**config.mk**
```make
export PLATFORM = sky130hd
export DESIGN_NAME = crs_sequencer
export DESIGN_NICKNAME = d
export VERILOG_FILES = /design/src/shared/crs_pkg.sv /design/src/shared/crs_timing_if.sv /design/src/crs_phase_gen.sv /design/src/crs_sequencer.sv
export SDC_FILE = /design/constraint.sdc
export NUM_CORES = 1
export LEC_CHECK = 0
export BUFFER_PORTS_ARGS = -buffer_cell sky130_fd_sc_hd__buf_2
export CAP_MARGIN = 20
export CORE_MARGIN = 2
export CORE_UTILIZATION = 50
export DETAILED_ROUTE_END_ITERATION = 8
export PLACE_DENSITY = 0.67
export SYNTH_ARGS = -nofsm -noshare
export SYNTH_HDL_FRONTEND = slang
export SYNTH_SLANG_ARGS = --single-unit
export TNS_END_PERCENT = 100
```
**constraint.sdc**
```tcl
create_clock -name clk -period 2.6 [get_ports clk]
set_input_delay 0.26 -clock clk [delete_from_list [all_inputs] [get_ports clk]]
set_output_delay 0.26 -clock clk [all_outputs]
set_load 0.03 [all_outputs]
```
**src/shared/crs_pkg.sv**
```systemverilog
// package: timing, sfr map and reset patterns for the reset sequencer
`default_nettype none
package crs_pkg;
  // ----------------------------------------
  // machine cycle timing
  // ----------------------------------------
  localparam int unsigned PHASES_PER_CYCLE = 12;
  localparam logic [3:0]  PHASE_FIRST      = 4'h0;
  localparam logic [3:0]  PHASE_LAST       = 4'hb;
  localparam logic [3:0]  PHASE_SAMPLE     = 4'h9;
  localparam logic [3:0]  ALE_ON_A         = 4'h1;
  localparam logic [3:0]  ALE_OFF_A        = 4'h3;
  localparam logic [3:0]  ALE_ON_B         = 4'h7;
  localparam logic [3:0]  ALE_OFF_B        = 4'h9;
  localparam logic [3:0]  PROGRAM_STORE_READ_STROBE_LO_A        = 4'h4;
  localparam logic [3:0]  PROGRAM_STORE_READ_STROBE_HI_A        = 4'h6;
  localparam logic [3:0]  PROGRAM_STORE_READ_STROBE_LO_B        = 4'ha;
  localparam logic [3:0]  PROGRAM_STORE_READ_STROBE_HI_B        = 4'hc;
  // clk is the oscillator itself
  localparam int unsigned CLK_PER_OSC      = 1;
  localparam int unsigned PORT_HOLD_OSC    = 19;
  localparam int unsigned PORT_HOLD_CYC    = PORT_HOLD_OSC * CLK_PER_OSC;
  localparam logic [4:0]  HOLD_LOAD        = 5'(PORT_HOLD_CYC);
  localparam logic [4:0]  HOLD_DONE        = 5'h00;
  localparam logic [4:0]  HOLD_STEP        = 5'h01;
  localparam logic [3:0]  PHASE_STEP       = 4'h1;

  typedef logic [3:0] crs_phase_t;
  typedef logic [4:0] crs_hold_t;
  typedef logic [4:0] crs_sfr_idx_t;
  typedef logic [3:0] crs_ram_idx_t;
  typedef logic [7:0] crs_byte_t;
  typedef enum logic [1:0] {
    ST_RUN   = 2'b00,
    ST_PEND  = 2'b01,
    ST_RESET = 2'b10
  } crs_state_t;

  // ----------------------------------------
  // special function register index map
  // ----------------------------------------
  localparam int unsigned SFR_COUNT = 27;
  localparam int unsigned RAM_COUNT = 16;
  localparam crs_sfr_idx_t IDX_PCL = 5'h00, IDX_PCH = 5'h01, IDX_ACC = 5'h02;
  localparam crs_sfr_idx_t IDX_B   = 5'h03, IDX_PSW = 5'h04, IDX_SP  = 5'h05;
  localparam crs_sfr_idx_t IDX_DPL = 5'h06, IDX_DPH = 5'h07, IDX_P0  = 5'h08;
  localparam crs_sfr_idx_t IDX_P3  = 5'h0b, IDX_IP  = 5'h0c, IDX_IE  = 5'h0d;
  localparam crs_sfr_idx_t IDX_T2_FIRST = 5'h14, IDX_T2_LAST = 5'h17;
  localparam crs_sfr_idx_t IDX_SERIAL_CONTROL_REGISTER = 5'h18, IDX_SERIAL_BUFFER = 5'h19, IDX_POWER_CONTROL_REGISTER = 5'h1a;

  localparam crs_byte_t VAL_ZERO      = 8'h00;
  localparam crs_byte_t VAL_PORT      = 8'hff;
  localparam crs_byte_t VAL_SP        = 8'h07;
  localparam crs_byte_t MASK_ALL      = 8'hff;
  localparam crs_byte_t MASK_NONE     = 8'h00;
  localparam crs_byte_t MASK_IP_BASE  = 8'h1f;
  localparam crs_byte_t MASK_IP_3T    = 8'h3f;
  localparam crs_byte_t MASK_IE_BASE  = 8'h9f;
  localparam crs_byte_t MASK_IE_3T    = 8'hbf;
  localparam crs_byte_t MASK_POWER_CONTROL_REGISTER     = 8'h80;
  localparam crs_byte_t MASK_POWER_CONTROL_REGISTER_LP  = 8'h8f;

  function automatic crs_byte_t reset_value(crs_sfr_idx_t idx);
    if (idx >= IDX_P0 && idx <= IDX_P3)
      return VAL_PORT;
    return (idx == IDX_SP) ? VAL_SP : VAL_ZERO;
  endfunction

  // set bits are forced, others keep whatever they held
  function automatic crs_byte_t reset_mask(crs_sfr_idx_t idx, logic three_t, logic low_pwr);
    if (idx == IDX_SERIAL_BUFFER)
      return MASK_NONE;
    if (idx == IDX_IP)
      return three_t ? MASK_IP_3T : MASK_IP_BASE;
    if (idx == IDX_IE)
      return three_t ? MASK_IE_3T : MASK_IE_BASE;
    if (idx == IDX_POWER_CONTROL_REGISTER)
      return low_pwr ? MASK_POWER_CONTROL_REGISTER_LP : MASK_POWER_CONTROL_REGISTER;
    if (idx >= IDX_T2_FIRST && idx <= IDX_T2_LAST)
      return three_t ? MASK_ALL : MASK_NONE;
    return MASK_ALL;
  endfunction
endpackage
`default_nettype wire

```
**src/shared/crs_timing_if.sv**
```systemverilog
// interface: machine cycle phase and strobe pattern
`default_nettype none
interface crs_timing_if;
  logic [3:0] phase;
  logic       sample_point;
  logic       cycle_end;
  logic       ale;
  logic       program_store_read_strobe_n;
  modport gen (output phase, output sample_point, output cycle_end, output ale, output program_store_read_strobe_n);
  modport sink (input phase, input sample_point, input cycle_end, input ale, input program_store_read_strobe_n);
endinterface
`default_nettype wire

```
**src/crs_phase_gen.sv**
```systemverilog
// module: twelve-phase machine cycle counter and strobe pattern
`default_nettype none
module crs_phase_gen (
  input  wire logic clk,
  input  wire logic nrst,
  crs_timing_if.gen tim
);
  // ----------------------------------------
  // phase counter
  // ----------------------------------------
  crs_pkg::crs_phase_t phase;
  wire                 last = (phase == crs_pkg::PHASE_LAST);

  function automatic logic in_win(crs_pkg::crs_phase_t ph, crs_pkg::crs_phase_t lo,
                                  crs_pkg::crs_phase_t hi);
    return (ph >= lo) && (ph < hi);
  endfunction

  always_ff @(posedge clk) begin
    if (!nrst)
      phase <= crs_pkg::PHASE_FIRST;
    else
      phase <= last ? crs_pkg::PHASE_FIRST : phase + crs_pkg::PHASE_STEP;
  end

  // ----------------------------------------
  // decoded timing
  // ----------------------------------------
  assign tim.phase        = phase;
  assign tim.cycle_end    = last;
  assign tim.sample_point = (phase == crs_pkg::PHASE_SAMPLE);
  assign tim.ale          = in_win(phase, crs_pkg::ALE_ON_A, crs_pkg::ALE_OFF_A)
                          | in_win(phase, crs_pkg::ALE_ON_B, crs_pkg::ALE_OFF_B);
  assign tim.program_store_read_strobe_n       = !(in_win(phase, crs_pkg::PROGRAM_STORE_READ_STROBE_LO_A, crs_pkg::PROGRAM_STORE_READ_STROBE_HI_A)
                          | in_win(phase, crs_pkg::PROGRAM_STORE_READ_STROBE_LO_B, crs_pkg::PROGRAM_STORE_READ_STROBE_HI_B));
endmodule
`default_nettype wire

```
**src/crs_sequencer.sv**
```systemverilog
// module: cpu reset sequencer with sfr reset loading and strobe control
//
// Contract
// - reset input is asynchronous; sampled once per machine cycle at state 5 phase 2
// - after first high sample, pins keep activity nineteen more oscillator periods
// - while reset is active both strobes are weakly pulled high
// - strobes resume toggling at the first machine cycle boundary after reset is sampled low
// - reset writes zero to all sfrs but port latches, stack pointer, serial buffer, timer 2 without THREE_TIMER, spare priority/enable/power bits
// - port latches load ff, stack pointer 07, serial buffer left alone
// - priority, enable and power control get variant patterns; spare bits untouched
// - internal data ram is never altered by reset
// - port levels undefined until reset has loaded ones into the latches
// - instruction fetch only enabled after a completed reset
`default_nettype none
module crs_sequencer #(
  parameter logic THREE_TIMER = 1'b0,
  parameter logic LOW_POWER   = 1'b0
) (
  input  wire logic       clk,
  input  wire logic       nrst,
  input  wire logic       rst_in,
  input  wire logic       addr_latch_strobe_in,
  output var  logic       addr_latch_strobe_out,
  output var  logic       addr_latch_strobe_oe,
  input  wire logic       program_store_read_strobe_n_in,
  output var  logic       program_store_read_strobe_n_out,
  output var  logic       program_store_read_strobe_n_oe,
  output var  logic       strobe_weak_pullup,
  output var  logic       strobe_fault,
  output var  logic       cpu_reset,
  output var  logic       core_run,
  output var  logic       ports_defined,
  input  wire logic       sfr_we,
  input  wire logic [4:0] sfr_idx,
  input  wire logic [7:0] sfr_wdata,
  output var  logic [7:0] sfr_rdata,
  input  wire logic       ram_we,
  input  wire logic [3:0] ram_idx,
  input  wire logic [7:0] ram_wdata,
  output var  logic [7:0] ram_rdata
);
  // ----------------------------------------
  // machine cycle timing
  // ----------------------------------------
  crs_timing_if tim ();

  crs_phase_gen u_phase (
    .clk  (clk),
    .nrst (nrst),
    .tim  (tim)
  );

  // ----------------------------------------
  // reset input sampling and state
  // ----------------------------------------
  crs_pkg::crs_state_t state;
  crs_pkg::crs_state_t next_state;
  crs_pkg::crs_hold_t  hold_count;
  crs_pkg::crs_hold_t  next_hold_count;
  logic                rst_sample;
  logic                reset_done;

  // rst_in is only looked at on the sample phase; no other logic reads it
  wire sample_high = tim.sample_point && rst_in;
  wire sample_low  = tim.sample_point && !rst_in;
  wire hold_over   = (hold_count == crs_pkg::HOLD_DONE);
  wire release_now = (state == crs_pkg::ST_RESET) && tim.cycle_end && !rst_sample;
  wire next_in_rst = (next_state == crs_pkg::ST_RESET);
  wire next_done   = reset_done || release_now;

  always_comb begin
    next_state      = state;
    next_hold_count = hold_count;
    unique case (state)
      crs_pkg::ST_RUN: begin
        if (sample_high) begin
          next_state      = crs_pkg::ST_PEND;
          next_hold_count = crs_pkg::HOLD_LOAD;
        end
      end
      crs_pkg::ST_PEND: begin
        // short pulse: a low sample before the hold ends cancels it
        if (sample_low)
          next_state = crs_pkg::ST_RUN;
        else if (hold_over)
          next_state = crs_pkg::ST_RESET;
        else
          next_hold_count = hold_count - crs_pkg::HOLD_STEP;
      end
      crs_pkg::ST_RESET: begin
        if (release_now)
          next_state = crs_pkg::ST_RUN;
      end
      default: next_state = crs_pkg::ST_RUN;
    endcase
  end

  always_ff @(posedge clk) begin
    if (!nrst) begin
      state      <= crs_pkg::ST_RUN;
      hold_count <= crs_pkg::HOLD_DONE;
      rst_sample <= 1'b0;
      reset_done <= 1'b0;
    end else begin
      state      <= next_state;
      hold_count <= next_hold_count;
      rst_sample <= tim.sample_point ? rst_in : rst_sample;
      reset_done <= next_done;
    end
  end

  // ----------------------------------------
  // reset outputs and strobe pins
  // ----------------------------------------
  wire strobe_forced_low = !addr_latch_strobe_in || !program_store_read_strobe_n_in;

  always_ff @(posedge clk) begin
    if (!nrst) begin
      cpu_reset                       <= 1'b0;
      core_run                        <= 1'b0;
      addr_latch_strobe_out           <= 1'b1;
      addr_latch_strobe_oe            <= 1'b0;
      program_store_read_strobe_n_out <= 1'b1;
      program_store_read_strobe_n_oe  <= 1'b0;
      strobe_weak_pullup              <= 1'b1;
      strobe_fault                    <= 1'b0;
    end else begin
      cpu_reset                       <= next_in_rst;
      core_run                        <= next_done && !next_in_rst;
      // released drivers plus pull-up; pattern restarts at the boundary
      addr_latch_strobe_out           <= next_in_rst || tim.ale;
      addr_latch_strobe_oe            <= !next_in_rst;
      program_store_read_strobe_n_out <= next_in_rst || tim.program_store_read_strobe_n;
      program_store_read_strobe_n_oe  <= !next_in_rst;
      strobe_weak_pullup              <= next_in_rst;
      // sticky record of a strobe driven low during cpu reset; only nrst clears it
      strobe_fault <= strobe_fault || (cpu_reset && strobe_forced_low);
    end
  end

  // ----------------------------------------
  // special function registers
  // ----------------------------------------
  crs_pkg::crs_byte_t special_function_register [crs_pkg::SFR_COUNT];
  crs_pkg::crs_byte_t ram [crs_pkg::RAM_COUNT];
  logic               sfr_hit;

  // no nrst load here: contents are unknown until a cpu reset runs
  assign sfr_hit = (32'(sfr_idx) < crs_pkg::SFR_COUNT);
  wire sfr_write = sfr_we && !cpu_reset && sfr_hit;

  always_ff @(posedge clk) begin
    for (int i = 0; i < crs_pkg::SFR_COUNT; i++) begin
      if (cpu_reset)
        special_function_register[i] <= (special_function_register[i] & ~crs_pkg::reset_mask(5'(i), THREE_TIMER, LOW_POWER))
                | (crs_pkg::reset_value(5'(i))
                & crs_pkg::reset_mask(5'(i), THREE_TIMER, LOW_POWER));
      else if (sfr_write && (sfr_idx == 5'(i)))
        special_function_register[i] <= sfr_wdata;
    end
  end

  // ----------------------------------------
  // internal data ram
  // ----------------------------------------
  // ram has no reset path at all; writes are held off during reset
  wire ram_write = ram_we && !cpu_reset;

  always_ff @(posedge clk) begin
    if (ram_write)
      ram[ram_idx] <= ram_wdata;
  end

  always_ff @(posedge clk) begin
    if (!nrst) begin
      sfr_rdata     <= crs_pkg::VAL_ZERO;
      ram_rdata     <= crs_pkg::VAL_ZERO;
      ports_defined <= 1'b0;
    end else begin
      sfr_rdata     <= sfr_hit ? special_function_register[sfr_idx] : crs_pkg::VAL_ZERO;
      ram_rdata     <= ram[ram_idx];
      ports_defined <= ports_defined || cpu_reset;
    end
  end
endmodule
`default_nettype wire

```
==> qor.yml <==
floorplan:
  die_y_um: 183
  io_pins: 57
  fp.dieW_um: 183
  core_area_um2: 31600
  initial_utilization_pct: 50.9
  fp.dieArea_um2: 33600
  rows: 65
layout:
  antenna_cells: 0
  layout_common_cells: "edfxtp_1, and2_1, mux4_2, buf_4, buf_2"
  fillers: 2352
  final_cells: 1516
  area_growth_pct: 14.2
  finalNetCount: 1121
  final_common_cell: "edfxtp_1"
  layout-drive-gt1-share_pct: 26.0
clock_network:
  postCtsHoldBufs: 0
  cts_setup_buffers: 0
  cts-root-buf: "clkbuf_16"
  worstSkewPairLatency_ns: 0.54
  numCtsBuffers: 41
  cts_resized: 0
  clk_pin_slew_ns: 0.06
  cts_buffer_depth: 3
  cts_sinks: 381
  tritoncts: "built"
  cts.htree.levels: 2
sta:
  period_share_pct: 82.5
  setup_viol: 0
  slew_headroom_pct: 41.7
  worst_pin_slew_ns: 0.872
  finalClockSkew_ns: 0.0221
  hold_slack_ns: 0.0306
  setup_tns_ns: 0
  finalWorstSetupSlack_ns: 0.455
  slew_viol_final: 0
  final.min_clock_period_ns: 2.15
  rsz0062_at_grt: "no"
  max_freq_mhz: 466
  hold_violations: 0
grt:
  overflow: 0
  globalRouteTotalUtil_pct: 21.0
  grt_max_degree: 49
  grt_pass1_wl_um: 52800
  antenna_found_initial: 0
  grt_pass1_vias: 8790
yosys:
  yosys_most_used_dff: "edfxtp_1"
  synth_compound_gate_area_share_pct: 2.99
  yosys.area_share.simple_pct: 12.4
  syn-num-nets: 1021
  synth_mux_area_share_pct: 13.1
  yosys.cell_types.count: 54
  ys_seq_elements: 381
  synth-xor-area-share_pct: 0.0544
  synth_area_um2: 16100
  syn_avg_cell_area_um2: 16.4
  synth_top_family_by_area: "multiplexers"
  syn_inst: 984
  synth_edf_count: 344
  ys_seq_area_share_pct: 68.8
  synth_adder_area_share_pct: 0.389
  synth-async-reset-ratio_pct: 0
  yosysWarnings: 0
critical_path:
  cp-start-kind: "flip-flop"
  path_class: "reg2reg"
  end_kind: "flip-flop"
  worstPathMaxFanout: 14
  reg2reg_slack_ns: 0.45
  worstPathArrival_ns: 2.36
  worstPathRequired_ns: 2.81
  rr_worst_depth: 5
routing:
  vias: 8786
  ant_nets: 0
  drc_errors: 0
  wl_per_cell_um: 22.8
  drt-initial-drc-count: 668
  wirelength_um: 34500
  firstDrtPassIters: 5
  vias_per_cell: 5.80
place:
  pre_cts_slack_ns: 0.290
  place.gp.congestion: 0.810
  dp_cells: 1443
  place_hpwl_um: 22500
  numPortBuffers: 56
outcome:
  status: "completed"
power:
  p_leak_uw: 0.00617
  worst_ir_drop_vdd_uv: 567
  power_density_nw_per_um2: 710
worst_hold_path:
  hold_depth: 4
  hp-class: "in2reg"
job:
  drv_cap: 0
## layout make-up
class | count | area (um^2) | area share, %
well taps | 402 | 503 | 2.74
clock buffers | 60 | 1160 | 6.30
clock inverters | 13 | 136 | 0.742
flip-flops and latches | 381 | 11100 | 60.2
inverters | 10 | 37.5 | 0.204
repair buffers | 123 | 826 | 4.49
multi-input cells | 527 | 4650 | 25.3
## worst max-delay path, stage by stage, from the launching register on
cell      delay (ns)
dfxtp_1         0.36
buf_4           0.21
nor4bb_1        0.36
nand2b_1        0.17
nor2_1          0.40
or2_2           0.32
## flip-flops by register name, summed over array words and instances, names as in the netlist
signal	count
sfr_rdata	8
state	2
reset_done	1
ports_defined	1
core_run	1
rst_sample	1
cpu_reset	1
special_function_register	216
strobe_fault	1
strobe_weak_pullup	1
hold_count	5
u_phase.tim.phase	4
ram	128
addr_latch_strobe_out	1
program_store_read_strobe_n_out	1
ram_rdata	8
program_store_read_strobe_n_oe	1
## power by group
group | internal (uW) | total, uW | switching (uW)
sequential | 6720 | 6740 | 26.5
clock | 3300 | 5570 | 2280
combinational | 282 | 745 | 463
total | 10300 | 13100 | 2770
## metrics by stage
step                area [um^2]  utilization, %  power (uW)
finish                    18400            58.1       13100
CTS                       18400            58.1       13200
global route              18400            58.1       13400
floorplan                 16100               -        7340
detailed placement        17100            54.0        7620
global placement          17100            54.0        7610
## layer usage
metal / routed length (um) / global-route usage (%)
met1: 15100 / 29.8
met4: 799 / 6.43
met3: 2330 / 4.30
met5: 0 / 0
met2: 16300 / 33.1
## cell families (layout without fill, tap and decap cells)
kind of cell / after synthesis / count (layout)
xor gates and xnor gates: 1 / 1
DFF: 381 / 381
buffers and inverters: 76 / 206
AOI/OAI and AO/OA: 65 / 65
muxes: 111 / 111
adders and majority gates: 5 / 5
and+or+nand+nor: 345 / 345
## path summary, 6_finish.rpt
path / endpoint / startpoint
hold / removal: strobe_fault / program_store_read_strobe_n_in
hold reg to reg: ports_defined / ports_defined
setup reg to reg: special_function_register[18][2] / cpu_reset
setup / recovery: special_function_register[18][2] / cpu_reset
## Yosys cell counts, types with 6 or more instances
| library cell | instances | share of area, % |
|---|---|---|
| a221oi_1 | 9 | 0.49 |
| or2_2 | 21 | 0.82 |
| and3_1 | 8 | 0.31 |
| o21ai_0 | 11 | 0.34 |
| a211oi_1 | 7 | 0.33 |
| o221ai_1 | 6 | 0.33 |
| buf_4 | 8 | 0.37 |
| nand3_1 | 15 | 0.47 |
| nor3_1 | 15 | 0.47 |
| clkbuf_1 | 34 | 0.79 |
| mux4_2 | 71 | 9.9 |
| dfxtp_1 | 37 | 4.6 |
| mux2i_1 | 19 | 1.2 |
| a22oi_1 | 9 | 0.42 |
| or3_1 | 28 | 1.1 |
| and2_1 | 139 | 5.4 |
| nor2_1 | 47 | 1.1 |
| inv_1 | 10 | 0.23 |
| nor2b_1 | 12 | 0.47 |
| mux2_2 | 16 | 1.1 |
| nand2b_1 | 22 | 0.86 |
| edfxtp_1 | 344 | 64 |
| nand2_1 | 20 | 0.47 |
| buf_2 | 16 | 0.50 |
Power figures use the tool's default switching activity.
